**config.mk**
```make
export PLATFORM = sky130hd
export DESIGN_NAME = scm_spi_client
export DESIGN_NICKNAME = d
export VERILOG_FILES = /design/src/design/scm_pkg.sv /design/src/design/scm_sync.sv /design/src/design/scm_spi_client.sv
export SDC_FILE = /design/constraint.sdc
export NUM_CORES = 1
export LEC_CHECK = 0
export BUFFER_PORTS_ARGS = -buffer_cell sky130_fd_sc_hd__buf_2
export CORE_AREA = 2 2 95 166
export CTS_CLUSTER_DIAMETER = 200
export DETAILED_ROUTE_END_ITERATION = 6
export DIE_AREA = 0 0 97 168
export PLACE_DENSITY_LB_ADDON = 0.1
export SLEW_MARGIN = 20
export SYNTH_ARGS = -nofsm -noshare
export SYNTH_HDL_FRONTEND = slang
export SYNTH_HIERARCHICAL = 1
export SYNTH_SLANG_ARGS = --single-unit
```
**constraint.sdc**
```tcl
create_clock -name pclk -period 6.1 [get_ports pclk]
set_input_delay 0.305 -clock pclk [delete_from_list [all_inputs] [get_ports pclk]]
set_output_delay 0.305 -clock pclk [all_outputs]
set_load 0.005 [all_outputs]
```
**src/design/scm_pkg.sv**
```systemverilog
// package: register map, field positions and pin carrier for the spi client block
package scm_pkg;
  // register indices; byte address is four times the index
  localparam logic [2:0] SCM_IDX_CTRL_FIRST  = 3'h0;
  localparam logic [2:0] SCM_IDX_CTRL_SECOND = 3'h1;
  localparam logic [2:0] SCM_IDX_INT_CTRL    = 3'h2;
  localparam logic [2:0] SCM_IDX_INT_FLAG    = 3'h3;
  localparam logic [2:0] SCM_IDX_DATA        = 3'h4;
  localparam logic [2:0] SCM_IDX_PIN_CFG     = 3'h5;
  localparam logic [2:0] SCM_IDX_LAST        = 3'h5;

  // control_first_reg fields
  localparam int SCM_BIT_ENABLE       = 0;
  localparam int SCM_BIT_HOST         = 5;
  localparam int SCM_BIT_ORDER        = 6;
  // control_second_reg fields
  localparam int SCM_BIT_SEL_IGNORE   = 2;
  localparam int SCM_BIT_WAIT_RX      = 6;
  localparam int SCM_BIT_BUF_ON       = 7;
  // interrupt control fields
  localparam int SCM_BIT_IE           = 0;
  localparam int SCM_BIT_DREIE        = 5;
  localparam int SCM_BIT_TXCIE        = 6;
  localparam int SCM_BIT_RXCIE        = 7;
  // interrupt_flag_reg fields, normal view and buffered view
  localparam int SCM_BIT_DONE         = 7;
  localparam int SCM_BIT_WCOL         = 6;
  localparam int SCM_BIT_RXC          = 7;
  localparam int SCM_BIT_TXC          = 6;
  localparam int SCM_BIT_DRE          = 5;
  // pin configuration fields
  localparam int SCM_BIT_SEL_DIR_OUT  = 0;
  localparam int SCM_BIT_MISO_DIR_OUT = 1;

  // reset values and bits per byte
  localparam logic [7:0] SCM_RST_CTRL     = 8'h00;
  localparam logic [7:0] SCM_RST_SHIFT    = 8'h00;
  localparam logic [3:0] SCM_BITS_PER_BYTE = 4'h8;

  // pins from the serial side, carried together
  typedef struct packed {
    logic sck;
    logic mosi;
    logic sel_n;
  } scm_pins_t;

  // idle pin levels; select starts released so no false select follows reset
  localparam scm_pins_t SCM_RST_PINS = '{sck: 1'b0, mosi: 1'b0, sel_n: 1'b1};
endpackage

```
**src/design/scm_sync.sv**
```systemverilog
// three-stage input synchroniser with agreement filter for the serial pins
`timescale 1ns/1ps
`default_nettype none
module scm_sync
  import scm_pkg::*;
(
  input  wire logic      pclk,
  input  wire logic      presetn,
  input  wire scm_pins_t pins_in,
  output var scm_pins_t  pins_out
);
  localparam int W = $bits(scm_pins_t);
  logic [W-1:0] s1_r;
  logic [W-1:0] s2_r;
  logic [W-1:0] s3_r;
  logic [W-1:0] out_r;

  genvar i;
  generate
    for (i = 0; i < W; i++) begin : g_bit
      always_ff @(posedge pclk or negedge presetn) begin
        if (!presetn) begin
          s1_r[i]  <= SCM_RST_PINS[i];
          s2_r[i]  <= SCM_RST_PINS[i];
          s3_r[i]  <= SCM_RST_PINS[i];
          out_r[i] <= SCM_RST_PINS[i];
        end else begin
          s1_r[i] <= pins_in[i];
          s2_r[i] <= s1_r[i];
          s3_r[i] <= s2_r[i];
          // first stage feeds only the second
          if (s2_r[i] == s3_r[i]) begin
            out_r[i] <= s3_r[i];
          end
        end
      end
    end
  endgenerate

  assign pins_out = out_r;
endmodule // scm_sync
`default_nettype wire

```
**src/design/scm_spi_client.sv**
```systemverilog
// spi client shift logic, buffered modes and host select arbitration behind apb
//
// Contract
// - low select input drops host into client
// - forced drop sets transfer-done flag
// - select as output never disturbs host
// - ignore bit set: select pin unused as host
// - idle while select high, no shifting
// - normal mode: flag after each byte
// - busy write dropped, collision flag set
// - received byte kept apart from load
// - select high aborts byte and counter
// - buffer bit selects buffered client modes
// - no wait: writes buffered, dummy first
// - empty flag: clear on write, set on move
// - write while buffer full is dropped
// - receive flag one cycle after empty
// - all-sent flag follows when nothing left
// - wait mode: idle write reaches shifter
// - miso driven only when selected, output
// - bit order bit picks msb or lsb
// - irq while enabled flag stays set
`timescale 1ns/1ps
`default_nettype none
module scm_spi_client
  import scm_pkg::*;
(
  input  wire logic        pclk,
  input  wire logic        presetn,
  input  wire logic        psel,
  input  wire logic        penable,
  input  wire logic        pwrite,
  input  wire logic [7:0]  paddr,
  input  wire logic [31:0] pwdata,
  output logic [31:0]      prdata,
  output logic             pready,
  output logic             pslverr,
  input  wire logic        sck_in,
  input  wire logic        mosi_in,
  input  wire logic        sel_n_in,
  output logic             miso_out,
  output logic             miso_oe,
  output logic             irq
);
  typedef enum logic [2:0] {
    SCM_ST_IDLE  = 3'b001,
    SCM_ST_SHIFT = 3'b010,
    SCM_ST_DONE  = 3'b100
  } scm_state_t;

  scm_pins_t   pins_raw;
  scm_pins_t   pins;
  scm_state_t  state_r;
  logic        sck_prev_r;
  logic        sck_rise;
  logic        sck_fall;
  logic [3:0]  cnt_r;
  logic        bit_r;
  logic [7:0]  shift_r;
  logic [7:0]  rx_r;
  logic [7:0]  tx_buf_r;
  logic        dre_r;
  logic        sr_loaded_r;
  logic        done_r;
  logic        done_d_r;
  logic        done_if_r;
  logic        wcol_r;
  logic        rxc_r;
  logic        txc_r;
  logic [7:0]  ctrl_a_r;
  logic [7:0]  ctrl_b_r;
  logic [7:0]  int_ctrl_r;
  logic [1:0]  pin_cfg_r;
  logic [31:0] prdata_r;
  logic        pslverr_r;
  logic        miso_r;
  logic [2:0]  idx;
  logic        addr_ok;
  logic        wr_acc;
  logic        wr_data;
  logic        wr_flag;
  logic        enabled;
  logic        host;
  logic        buf_on;
  logic        selected;
  logic        busy;
  logic        byte_done;
  logic        force_client;
  logic        wait_load;
  logic [7:0]  flag_view;
  logic [7:0]  shift_in;

  assign pins_raw = '{sck: sck_in, mosi: mosi_in, sel_n: sel_n_in};

  scm_sync u_sync (
    .pclk     (pclk),
    .presetn  (presetn),
    .pins_in  (pins_raw),
    .pins_out (pins)
  );

  // ---- apb decode ----
  assign idx     = paddr[4:2];
  assign addr_ok = (paddr[1:0] == 2'h0) && (paddr[7:5] == 3'h0) && (idx <= SCM_IDX_LAST);
  assign wr_acc  = psel && penable && pwrite && addr_ok;
  assign wr_data = wr_acc && (idx == SCM_IDX_DATA);
  assign wr_flag = wr_acc && (idx == SCM_IDX_INT_FLAG);
  // answer always at the first access cycle; read data is captured in setup
  assign pready  = 1'b1;
  assign prdata  = prdata_r;
  assign pslverr = pslverr_r;

  assign enabled  = ctrl_a_r[SCM_BIT_ENABLE];
  assign host     = ctrl_a_r[SCM_BIT_HOST];
  assign buf_on   = ctrl_b_r[SCM_BIT_BUF_ON];
  // select is always an input in client mode
  assign selected = enabled && !host && !pins.sel_n;
  assign busy     = selected && (cnt_r != 4'h0);

  // select low on an input pin, not ignored, pulls host down
  assign force_client = enabled && host && !ctrl_b_r[SCM_BIT_SEL_IGNORE]
                        && !pin_cfg_r[SCM_BIT_SEL_DIR_OUT] && !pins.sel_n;

  // first idle write in wait mode moves from the buffer to the shifter one cycle later
  assign wait_load = buf_on && ctrl_b_r[SCM_BIT_WAIT_RX] && !dre_r && !sr_loaded_r
                     && !selected && enabled && !host;

  always_ff @(posedge pclk or negedge presetn) begin
    if (!presetn) begin
      ctrl_a_r   <= SCM_RST_CTRL;
      ctrl_b_r   <= SCM_RST_CTRL;
      int_ctrl_r <= SCM_RST_CTRL;
      pin_cfg_r  <= 2'h0;
    end else begin
      if (wr_acc && idx == SCM_IDX_CTRL_FIRST) begin
        ctrl_a_r <= pwdata[7:0];
      end
      if (force_client) begin
        ctrl_a_r[SCM_BIT_HOST] <= 1'b0; // hardware clear wins over a write
      end
      if (wr_acc && idx == SCM_IDX_CTRL_SECOND) begin
        ctrl_b_r <= pwdata[7:0];
      end
      if (wr_acc && idx == SCM_IDX_INT_CTRL) begin
        int_ctrl_r <= pwdata[7:0];
      end
      if (wr_acc && idx == SCM_IDX_PIN_CFG) begin
        pin_cfg_r <= pwdata[1:0];
      end
    end
  end

  // ---- sck edge detection on the filtered copy ----
  always_ff @(posedge pclk or negedge presetn) begin
    if (!presetn) begin
      sck_prev_r <= 1'b0;
    end else begin
      sck_prev_r <= pins.sck;
    end
  end
  assign sck_rise = pins.sck && !sck_prev_r;
  assign sck_fall = !pins.sck && sck_prev_r;

  // ---- bit state machine ----
  // sample on rising sck, shift on falling; only phase/polarity zero is served
  always_ff @(posedge pclk or negedge presetn) begin
    if (!presetn) begin
      state_r <= SCM_ST_IDLE;
      cnt_r   <= 4'h0;
      bit_r   <= 1'b0;
    end else if (!selected) begin
      state_r <= SCM_ST_IDLE; // select high aborts at once
      cnt_r   <= 4'h0;
      bit_r   <= 1'b0;
    end else begin
      case (state_r)
        SCM_ST_IDLE: begin
          if (sck_rise) begin
            bit_r   <= pins.mosi;
            cnt_r   <= 4'h1;
            state_r <= SCM_ST_SHIFT;
          end
        end
        SCM_ST_SHIFT: begin
          if (sck_rise) begin
            bit_r <= pins.mosi;
            cnt_r <= cnt_r + 4'h1;
          end else if (sck_fall && cnt_r == SCM_BITS_PER_BYTE) begin
            state_r <= SCM_ST_DONE;
          end
        end
        SCM_ST_DONE: begin
          cnt_r   <= 4'h0;
          state_r <= SCM_ST_IDLE;
        end
        default: begin
          state_r <= SCM_ST_IDLE;
          cnt_r   <= 4'h0;
        end
      endcase
    end
  end

  assign byte_done = selected && (state_r == SCM_ST_DONE);
  assign shift_in  = ctrl_a_r[SCM_BIT_ORDER] ? {bit_r, shift_r[7:1]} : {shift_r[6:0], bit_r};

  // ---- shift register, receive register, transmit buffer ----
  always_ff @(posedge pclk or negedge presetn) begin
    if (!presetn) begin
      shift_r     <= SCM_RST_SHIFT;
      rx_r        <= SCM_RST_SHIFT;
      tx_buf_r    <= SCM_RST_SHIFT;
      dre_r       <= 1'b1;
      sr_loaded_r <= 1'b0;
    end else begin
      if (selected && state_r == SCM_ST_SHIFT && sck_fall) begin
        shift_r <= shift_in;
      end
      if (byte_done) begin
        rx_r <= shift_r; // separate from tx loads
      end
      if (buf_on) begin
        if (byte_done) begin
          if (!dre_r) begin
            shift_r     <= tx_buf_r; // buffered byte moves
            dre_r       <= 1'b1;
            sr_loaded_r <= 1'b1;
          end else begin
            sr_loaded_r <= 1'b0;
          end
        end else if (wait_load) begin
          shift_r     <= tx_buf_r;
          dre_r       <= 1'b1;
          sr_loaded_r <= 1'b1;
        end
        // full buffer drops the write a write clears empty
        if (wr_data && dre_r && !byte_done && !wait_load) begin
          tx_buf_r <= pwdata[7:0];
          dre_r    <= 1'b0;
        end
      end else begin
        dre_r <= 1'b1;
        // busy write leaves the shifter alone
        if (wr_data && !busy && !byte_done) begin
          shift_r     <= pwdata[7:0];
          sr_loaded_r <= 1'b1;
        end
      end
    end
  end

  // ---- flags; a set in the cycle of a clear wins ----
  always_ff @(posedge pclk or negedge presetn) begin
    if (!presetn) begin
      done_r    <= 1'b0;
      done_d_r  <= 1'b0;
      done_if_r <= 1'b0;
      wcol_r    <= 1'b0;
      rxc_r     <= 1'b0;
      txc_r     <= 1'b0;
    end else begin
      done_r   <= buf_on && byte_done; // lines up with the empty flag rising
      done_d_r <= done_r;
      if (wr_flag && pwdata[SCM_BIT_DONE] && !buf_on) begin
        done_if_r <= 1'b0;
      end
      if ((byte_done && !buf_on) || force_client) begin
        done_if_r <= 1'b1;
      end
      if (wr_flag && pwdata[SCM_BIT_WCOL] && !buf_on) begin
        wcol_r <= 1'b0;
      end
      if (wr_data && !buf_on && (busy || byte_done)) begin
        wcol_r <= 1'b1;
      end
      if (wr_flag && pwdata[SCM_BIT_RXC] && buf_on) begin
        rxc_r <= 1'b0;
      end
      if (done_r) begin
        rxc_r <= 1'b1;
      end
      if (wr_flag && pwdata[SCM_BIT_TXC] && buf_on) begin
        txc_r <= 1'b0;
      end
      if (done_d_r && dre_r && !sr_loaded_r) begin
        txc_r <= 1'b1;
      end
    end
  end

  assign flag_view = buf_on ? {rxc_r, txc_r, dre_r, 5'h00} : {done_if_r, wcol_r, 6'h00};

  // interrupt stays up until the flag is cleared
  always_ff @(posedge pclk or negedge presetn) begin
    if (!presetn) begin
      irq <= 1'b0;
    end else if (buf_on) begin
      irq <= (rxc_r && int_ctrl_r[SCM_BIT_RXCIE]) || (txc_r && int_ctrl_r[SCM_BIT_TXCIE])
             || (dre_r && int_ctrl_r[SCM_BIT_DREIE]);
    end else begin
      irq <= (done_if_r || wcol_r) && int_ctrl_r[SCM_BIT_IE];
    end
  end

  // ---- miso: registered bit, driven only while selected and port is output ----
  always_ff @(posedge pclk or negedge presetn) begin
    if (!presetn) begin
      miso_r <= 1'b0;
    end else begin
      miso_r <= ctrl_a_r[SCM_BIT_ORDER] ? shift_r[0] : shift_r[7];
    end
  end
  assign miso_out = miso_r;
  assign miso_oe  = selected && pin_cfg_r[SCM_BIT_MISO_DIR_OUT];

  // ---- apb read data, captured in the setup cycle ----
  always_ff @(posedge pclk or negedge presetn) begin
    if (!presetn) begin
      prdata_r  <= 32'h0000_0000;
      pslverr_r <= 1'b0;
    end else if (psel && !penable) begin
      pslverr_r <= !addr_ok;
      case (idx)
        SCM_IDX_CTRL_FIRST:  prdata_r <= {24'h000000, ctrl_a_r};
        SCM_IDX_CTRL_SECOND: prdata_r <= {24'h000000, ctrl_b_r};
        SCM_IDX_INT_CTRL:    prdata_r <= {24'h000000, int_ctrl_r};
        SCM_IDX_INT_FLAG:    prdata_r <= {24'h000000, flag_view};
        SCM_IDX_DATA:        prdata_r <= {24'h000000, rx_r};
        SCM_IDX_PIN_CFG:     prdata_r <= {30'h0, pin_cfg_r};
        default:             prdata_r <= 32'h0000_0000;
      endcase
      if (!addr_ok) begin
        prdata_r <= 32'h0000_0000;
      end
    end
  end
endmodule // scm_spi_client
`default_nettype wire

```
# Word-level counts from Yosys, hierarchy flattened
# Cells that the tools add are included.
# classes
add_sub_neg	1
n_lt_le_gt_ge	1
n_eq_ne	20
mux	42
reduce_logical	89
# ops
cell	n
2-to-1 mux 8 bit	8
logical AND 1 bit	53
one-hot mux 8 bit (6 select lines)	1
2-to-1 mux 32 bit	1
2-to-1 mux 1 bit	22
logical NOT 1 bit	15
2-to-1 mux 3 bit	4
2-to-1 mux 4 bit	3
!= test 3 bit, second input constant	4
nonzero test 2 bit	6
== test 3 x 2 -> 1 bit, second input constant	3
== test 3 bit, second input constant	3
one-hot mux 4 bit (2 select lines)	1
AND reduction 2 bit	4
== test 3 x 1 -> 1 bit, second input constant	2
logical NOT 3 bit	2
2-to-1 mux 6 bit	1
one-hot mux 3 bit (2 select lines)	1
logical OR 1 bit	5
adder 4 x 1 -> 4 bit, second input constant	1
== test 4 bit, second input constant	1
!= test 2 bit, second input constant	2
!= test 4 x 1 -> 1 bit, second input constant	1
nonzero test 4 bit	1
6 further kinds	8
# word_totals
register_bits	114
output_inout_bits	37
elab_cells	189

# Longest topological paths before layout
# logic_depth
depth_word	11
mapped_depth	7
ltp_nobuf	6

# Hierarchy
# Netlist, hierarchy kept.
# modules_own_cells
mod	n_inst	cells_per_inst	area_per_inst_um2	seq_area_each_um2
scm_spi_client	1	356	4092.7	1954.4
scm_sync	1	15	339.1	305.3

# Worst setup path before layout
# OpenSTA, ideal clock, no wires.
# synth_path
path_kind	register to register
startpoint	register ctrl_a_r[5]
endpoint	register shift_r[0]
arrival_ps	2070
slack_ps	3904
path_stages_with_launch	6
n_path_buf	1
period_less_slack_ps	2196
path_cell_list	dfrtp_1 or3b_1 or4_4 buf_6 mux2_4 a221o_1
# synth_via
elab_chain_len	10
elab_cells_between_ends	21
# synth_rtl
element	line_no	source
from (decl)	scm_spi_client.sv:70	logic [7:0] ctrl_a_r;
from (signal assigned)	scm_spi_client.sv:136	ctrl_a_r <= pwdata[7:0];
logical NOT 1 bit (*)	scm_spi_client.sv:117, scm_spi_client.sv:126	
logical AND 1 bit (2 in series)	scm_spi_client.sv:117	assign selected = enabled && !host && !pins.sel_n;
logical NOT 1 bit	-	
logical AND 1 bit (3 in series)	scm_spi_client.sv:126	&& !selected && enabled && !host;
2-to-1 mux 8 bit	scm_spi_client.sv:231	end else if (wait_load) begin
2-to-1 mux 8 bit	scm_spi_client.sv:223	if (byte_done) begin
2-to-1 mux 8 bit (*)	scm_spi_client.sv:222	if (buf_on) begin
to (signal assigned)	scm_spi_client.sv:225	shift_r <= tx_buf_r;
to (signal assigned)	scm_spi_client.sv:232	shift_r <= tx_buf_r;
to (signal assigned)	scm_spi_client.sv:245	shift_r <= pwdata[7:0];
to (decl)	scm_spi_client.sv:59	logic [7:0] shift_r;
# Every way passes the cells marked *; elsewhere a longest branch is shown, timed or not.
# A chain may end at the register's enable or synchronous reset.

# Worst setup path in the final report
# layout_path
startpoint	register ctrl_b_r[7]
endpoint	register shift_r[5]
# layout_via
elab_chain_len	9
# layout_rtl
element	line_no	source
from (decl)	scm_spi_client.sv:71	logic [7:0] ctrl_b_r;
from (signal assigned)	scm_spi_client.sv:142	ctrl_b_r <= pwdata[7:0];
logical AND 1 bit (3 in series)	scm_spi_client.sv:125	assign wait_load = buf_on && ctrl_b_r[SCM_BIT_WAIT_RX] && !dre_r && !sr_loaded_r
logical AND 1 bit (3 in series)	scm_spi_client.sv:126	
2-to-1 mux 8 bit	scm_spi_client.sv:231	
2-to-1 mux 8 bit	scm_spi_client.sv:223	
2-to-1 mux 8 bit (*)	scm_spi_client.sv:222	
# Marks and branches as above.

==> impl_metrics.ini <==
[pwr]
vdd_ir_drop_max_v = 0.000124
static-leakage-power_nw = 2.37
p_per_area_mw_per_mm2 = 251

[logic_synthesis]
avgSynthCellArea_um2 = 11.9
synth-seq-cells = 90
synth_async_sr_flop_share_pct = 100
synth-main-ff-cell = dfrtp_1
synth_edf_count = 0
seq_area_frac_synth_pct = 51.0
yosys_warnings = 6
ys_top_cells_by_area = dfrtp_1, mux2_2, mux2_1, buf_4, dfstp_2
post_synth_cell_types = 59
mappedNetlistArea_mm2 = 0.00443
synth_top_cells_by_count = dfrtp_1, mux2_2, buf_4
synthMostInstantiatedCell = dfrtp_1
syn_inst = 371
synth_top_cell_by_area = dfrtp_1
top_area_cell_type_share_of_the_netlist_area_pct = 47.4

[setup_path]
worstRegToRegCells = 4
r2r-start = ctrl_b_r[7]$_DFFE_PN0P_
crit_type = reg -> reg
crit_fanout = 9
timing.critical_path.from_type = flip-flop
worst_r2r_endpoint = shift_r[5]$_DFF_PN0_
worst_ep_required_time_ns = 6.32
worst-r2r-setup-slack_ns = 3.40
crit_path_end_kind = flip-flop
worst_ep_arrival_time_ns = 2.91

[clocking]
post_cts_buffers = 0
maximum_level_of_the_cts_h_tree = 3
cts_tree = done
clk-insertion-delay-late_ns = 0.34
clkSinkCount = 90
cts_buffers = 9
cts.repair.resized = 0
cts.reportedPaths.clkPinSlew_ns = 0.07
root_buffer = clkbuf_16
maximum_clock_insertion_buffer_count = 2

[detailed_routing]
wl_per_cell_um = 18.3
dr.first_iter.drc_count = 93
drc = 0
drt_first_pass_iters = 4
detailroute.via_count = 2908
drtAntennaViolNets = 0
avgViaCountPerCell = 4.90
routed_wl_um = 10800

[layout]
drive_above_1_share_pct = 25.1
design.final.nets = 452
antenna_cells_inserted = 0
flow.area_growth_from_synthesis_pct = 12.9

[timing]
rsz0062_at_grt = false
slew_viol_final = 0
timing.max_slew.rel_slack_pct = 27.5
setup_viol = 0
worst_pin_slew_ns = 1.08
setup_tns_ns = 0
finalHoldViolations = 0
clock_skew_ns = 0.0104
clock.fmax_mhz = 371
setup_ws_ns = 3.40
final_hold_slack_ns = 0.0604
final.min_clock_period_ns = 2.70
timing.final.crit_share_pct = 44.2

[placement]
dp_hpwl_um = 8010
gp_congestion = 0.769
setup_slack_placement_ns = 3.25
portBuffers = 35

[floorplanning]
io_pins = 85
dieWidth_um = 97
die_area_mm2 = 0.0163
num_rows = 60
design.core.area_mm2 = 0.0151
chipHeight_um = 168
floorplan.initialDensity_pct = 29.4

[run]
max-cap-violations = 0

[grt]
globalRouteTotalUtil_pct = 13.8
grt_first_pass_wirelength_um = 17100
grt_antenna_before_repair = 0
first_global_vias = 2964
maximum_number_of_pins_on_one_net_before_global_route_repair = 67
globalRoute.totalOverflow = 0

[outcome]
run_status = finished, final reports clean

[worst_hold_path]
hp-class = in -> reg
hold_path_end = u_sync/s1_r[0]$_DFF_PN1_
min_delay_path_depth = 1
worst_hold_startpoint = sel_n_in
-- routing by layer --
metal	vias up	share of wire (%)	GRT usage, %
met5	-	0	0
met4	0	1.3	4.41
met3	9	3.5	3.07
met2	65	56	25.8
met1	1475	39	15.3
li1	1359	-	-
-- sequential cells by signal (all words and copies together), names as in the netlist, 4 cells and up --
signal / flops
cnt_r: 4
rx_r: 8
int_ctrl_r: 8
prdata: 8
shift_r: 8
ctrl_b_r: 8
tx_buf_r: 8
ctrl_a_r: 8
-- per-stage QoR --
stage	power [W]	instance area [um^2]	util, %	std cells
after floorplan	0.000666	4520	-	394
after global placement	0.000690	4680	31.0	576
after detailed placement	0.000690	4680	31.0	576
after CTS	0.00128	5000	33.2	593
after global routing	0.00131	5000	33.2	593
final	0.00126	5000	33.2	593
-- critical path, cell delays in order (launching register included) --
cell and delay, ns:
dfrtp_1 0.49, or4b_1 0.59, nor4_1 0.69, a21boi_1 0.42
a221o_1 0.38
-- placed cells by master (no fill, tap or decap), types with 3 or more instances in the layout --
cell type,n
a211o_1,3
a21oi_1,10
a221o_1,7
a22o_1,9
a2bb2oi_1,6
and2_1,4
buf_2,34
buf_4,3
clkbuf_16,9
conb_1,25
dfrtp_1,84
dfstp_2,6
inv_1,17
maj3_2,3
mux2_1,23
mux2_2,27
mux2_4,8
mux2i_1,12
nand2_1,11
nand2b_1,9
nand3_1,7
nand3b_1,4
nor2_1,16
nor2b_1,6
nor3_1,3
o21ai_0,4
o221ai_1,3
o2bb2ai_1,3
o31ai_1,3
or3_1,6
-- kinds of logic after synthesis --
kind of cell | Yosys count | synth area share (%)
adder cells (fa/ha/maj) | 5 | 1.33
flip-flops | 90 | 51.0
multiplexers | 70 | 18.1
buffers and inverters | 58 | 7.31
AO/OA/AOI/OAI | 64 | 11.1
AND/OR/NAND/NOR | 82 | 11.0
other | 2 | 0.169
-- worst max-delay path by stage --
| stage | cells past startpoint | from | end |
|---|---|---|---|
| global route | 4 | ctrl_b_r[7]$_DFFE_PN0P_ | shift_r[5]$_DFF_PN0_ |
| finish | 4 | ctrl_b_r[7]$_DFFE_PN0P_ | shift_r[5]$_DFF_PN0_ |
| detailed placement | 5 | paddr[3] | shift_r[1]$_DFF_PN0_ |
| CTS | 4 | ctrl_b_r[7]$_DFFE_PN0P_ | shift_r[5]$_DFF_PN0_ |
| floorplan | 5 | ctrl_a_r[5]$_DFFE_PN0P_ | shift_r[0]$_DFF_PN0_ |
| global placement | 5 | paddr[3] | shift_r[1]$_DFF_PN0_ |
-- report_power, final --
group / internal [W] / total (W) / leakage (nW) / switching (W)
logic: 0.0000206 / 0.0000624 / 1.04 / 0.0000418
clock network: 0.000326 / 0.000581 / 0.146 / 0.000255
registers: 0.000607 / 0.000615 / 1.19 / 0.00000821
-- layout make-up --
cell class	instances	area (um^2)
multi-input combinational	246	1930
timing repair buffer	38	203
tap	186	233
fill	1535	10100
sequential	90	2260
clock inverter	7	85.1
clock buffer	9	225
inverter	17	63.8
-- repair_timing --
| item | in CTS | in global routing |
|---|---|---|
| endpoints found under the setup margin | 0 | 0 |
| hold buffers | 1 | 0 |
| endpoints found under the hold margin | 24 | 0 |
No activity file was read; power rests on OpenSTA's default activity.
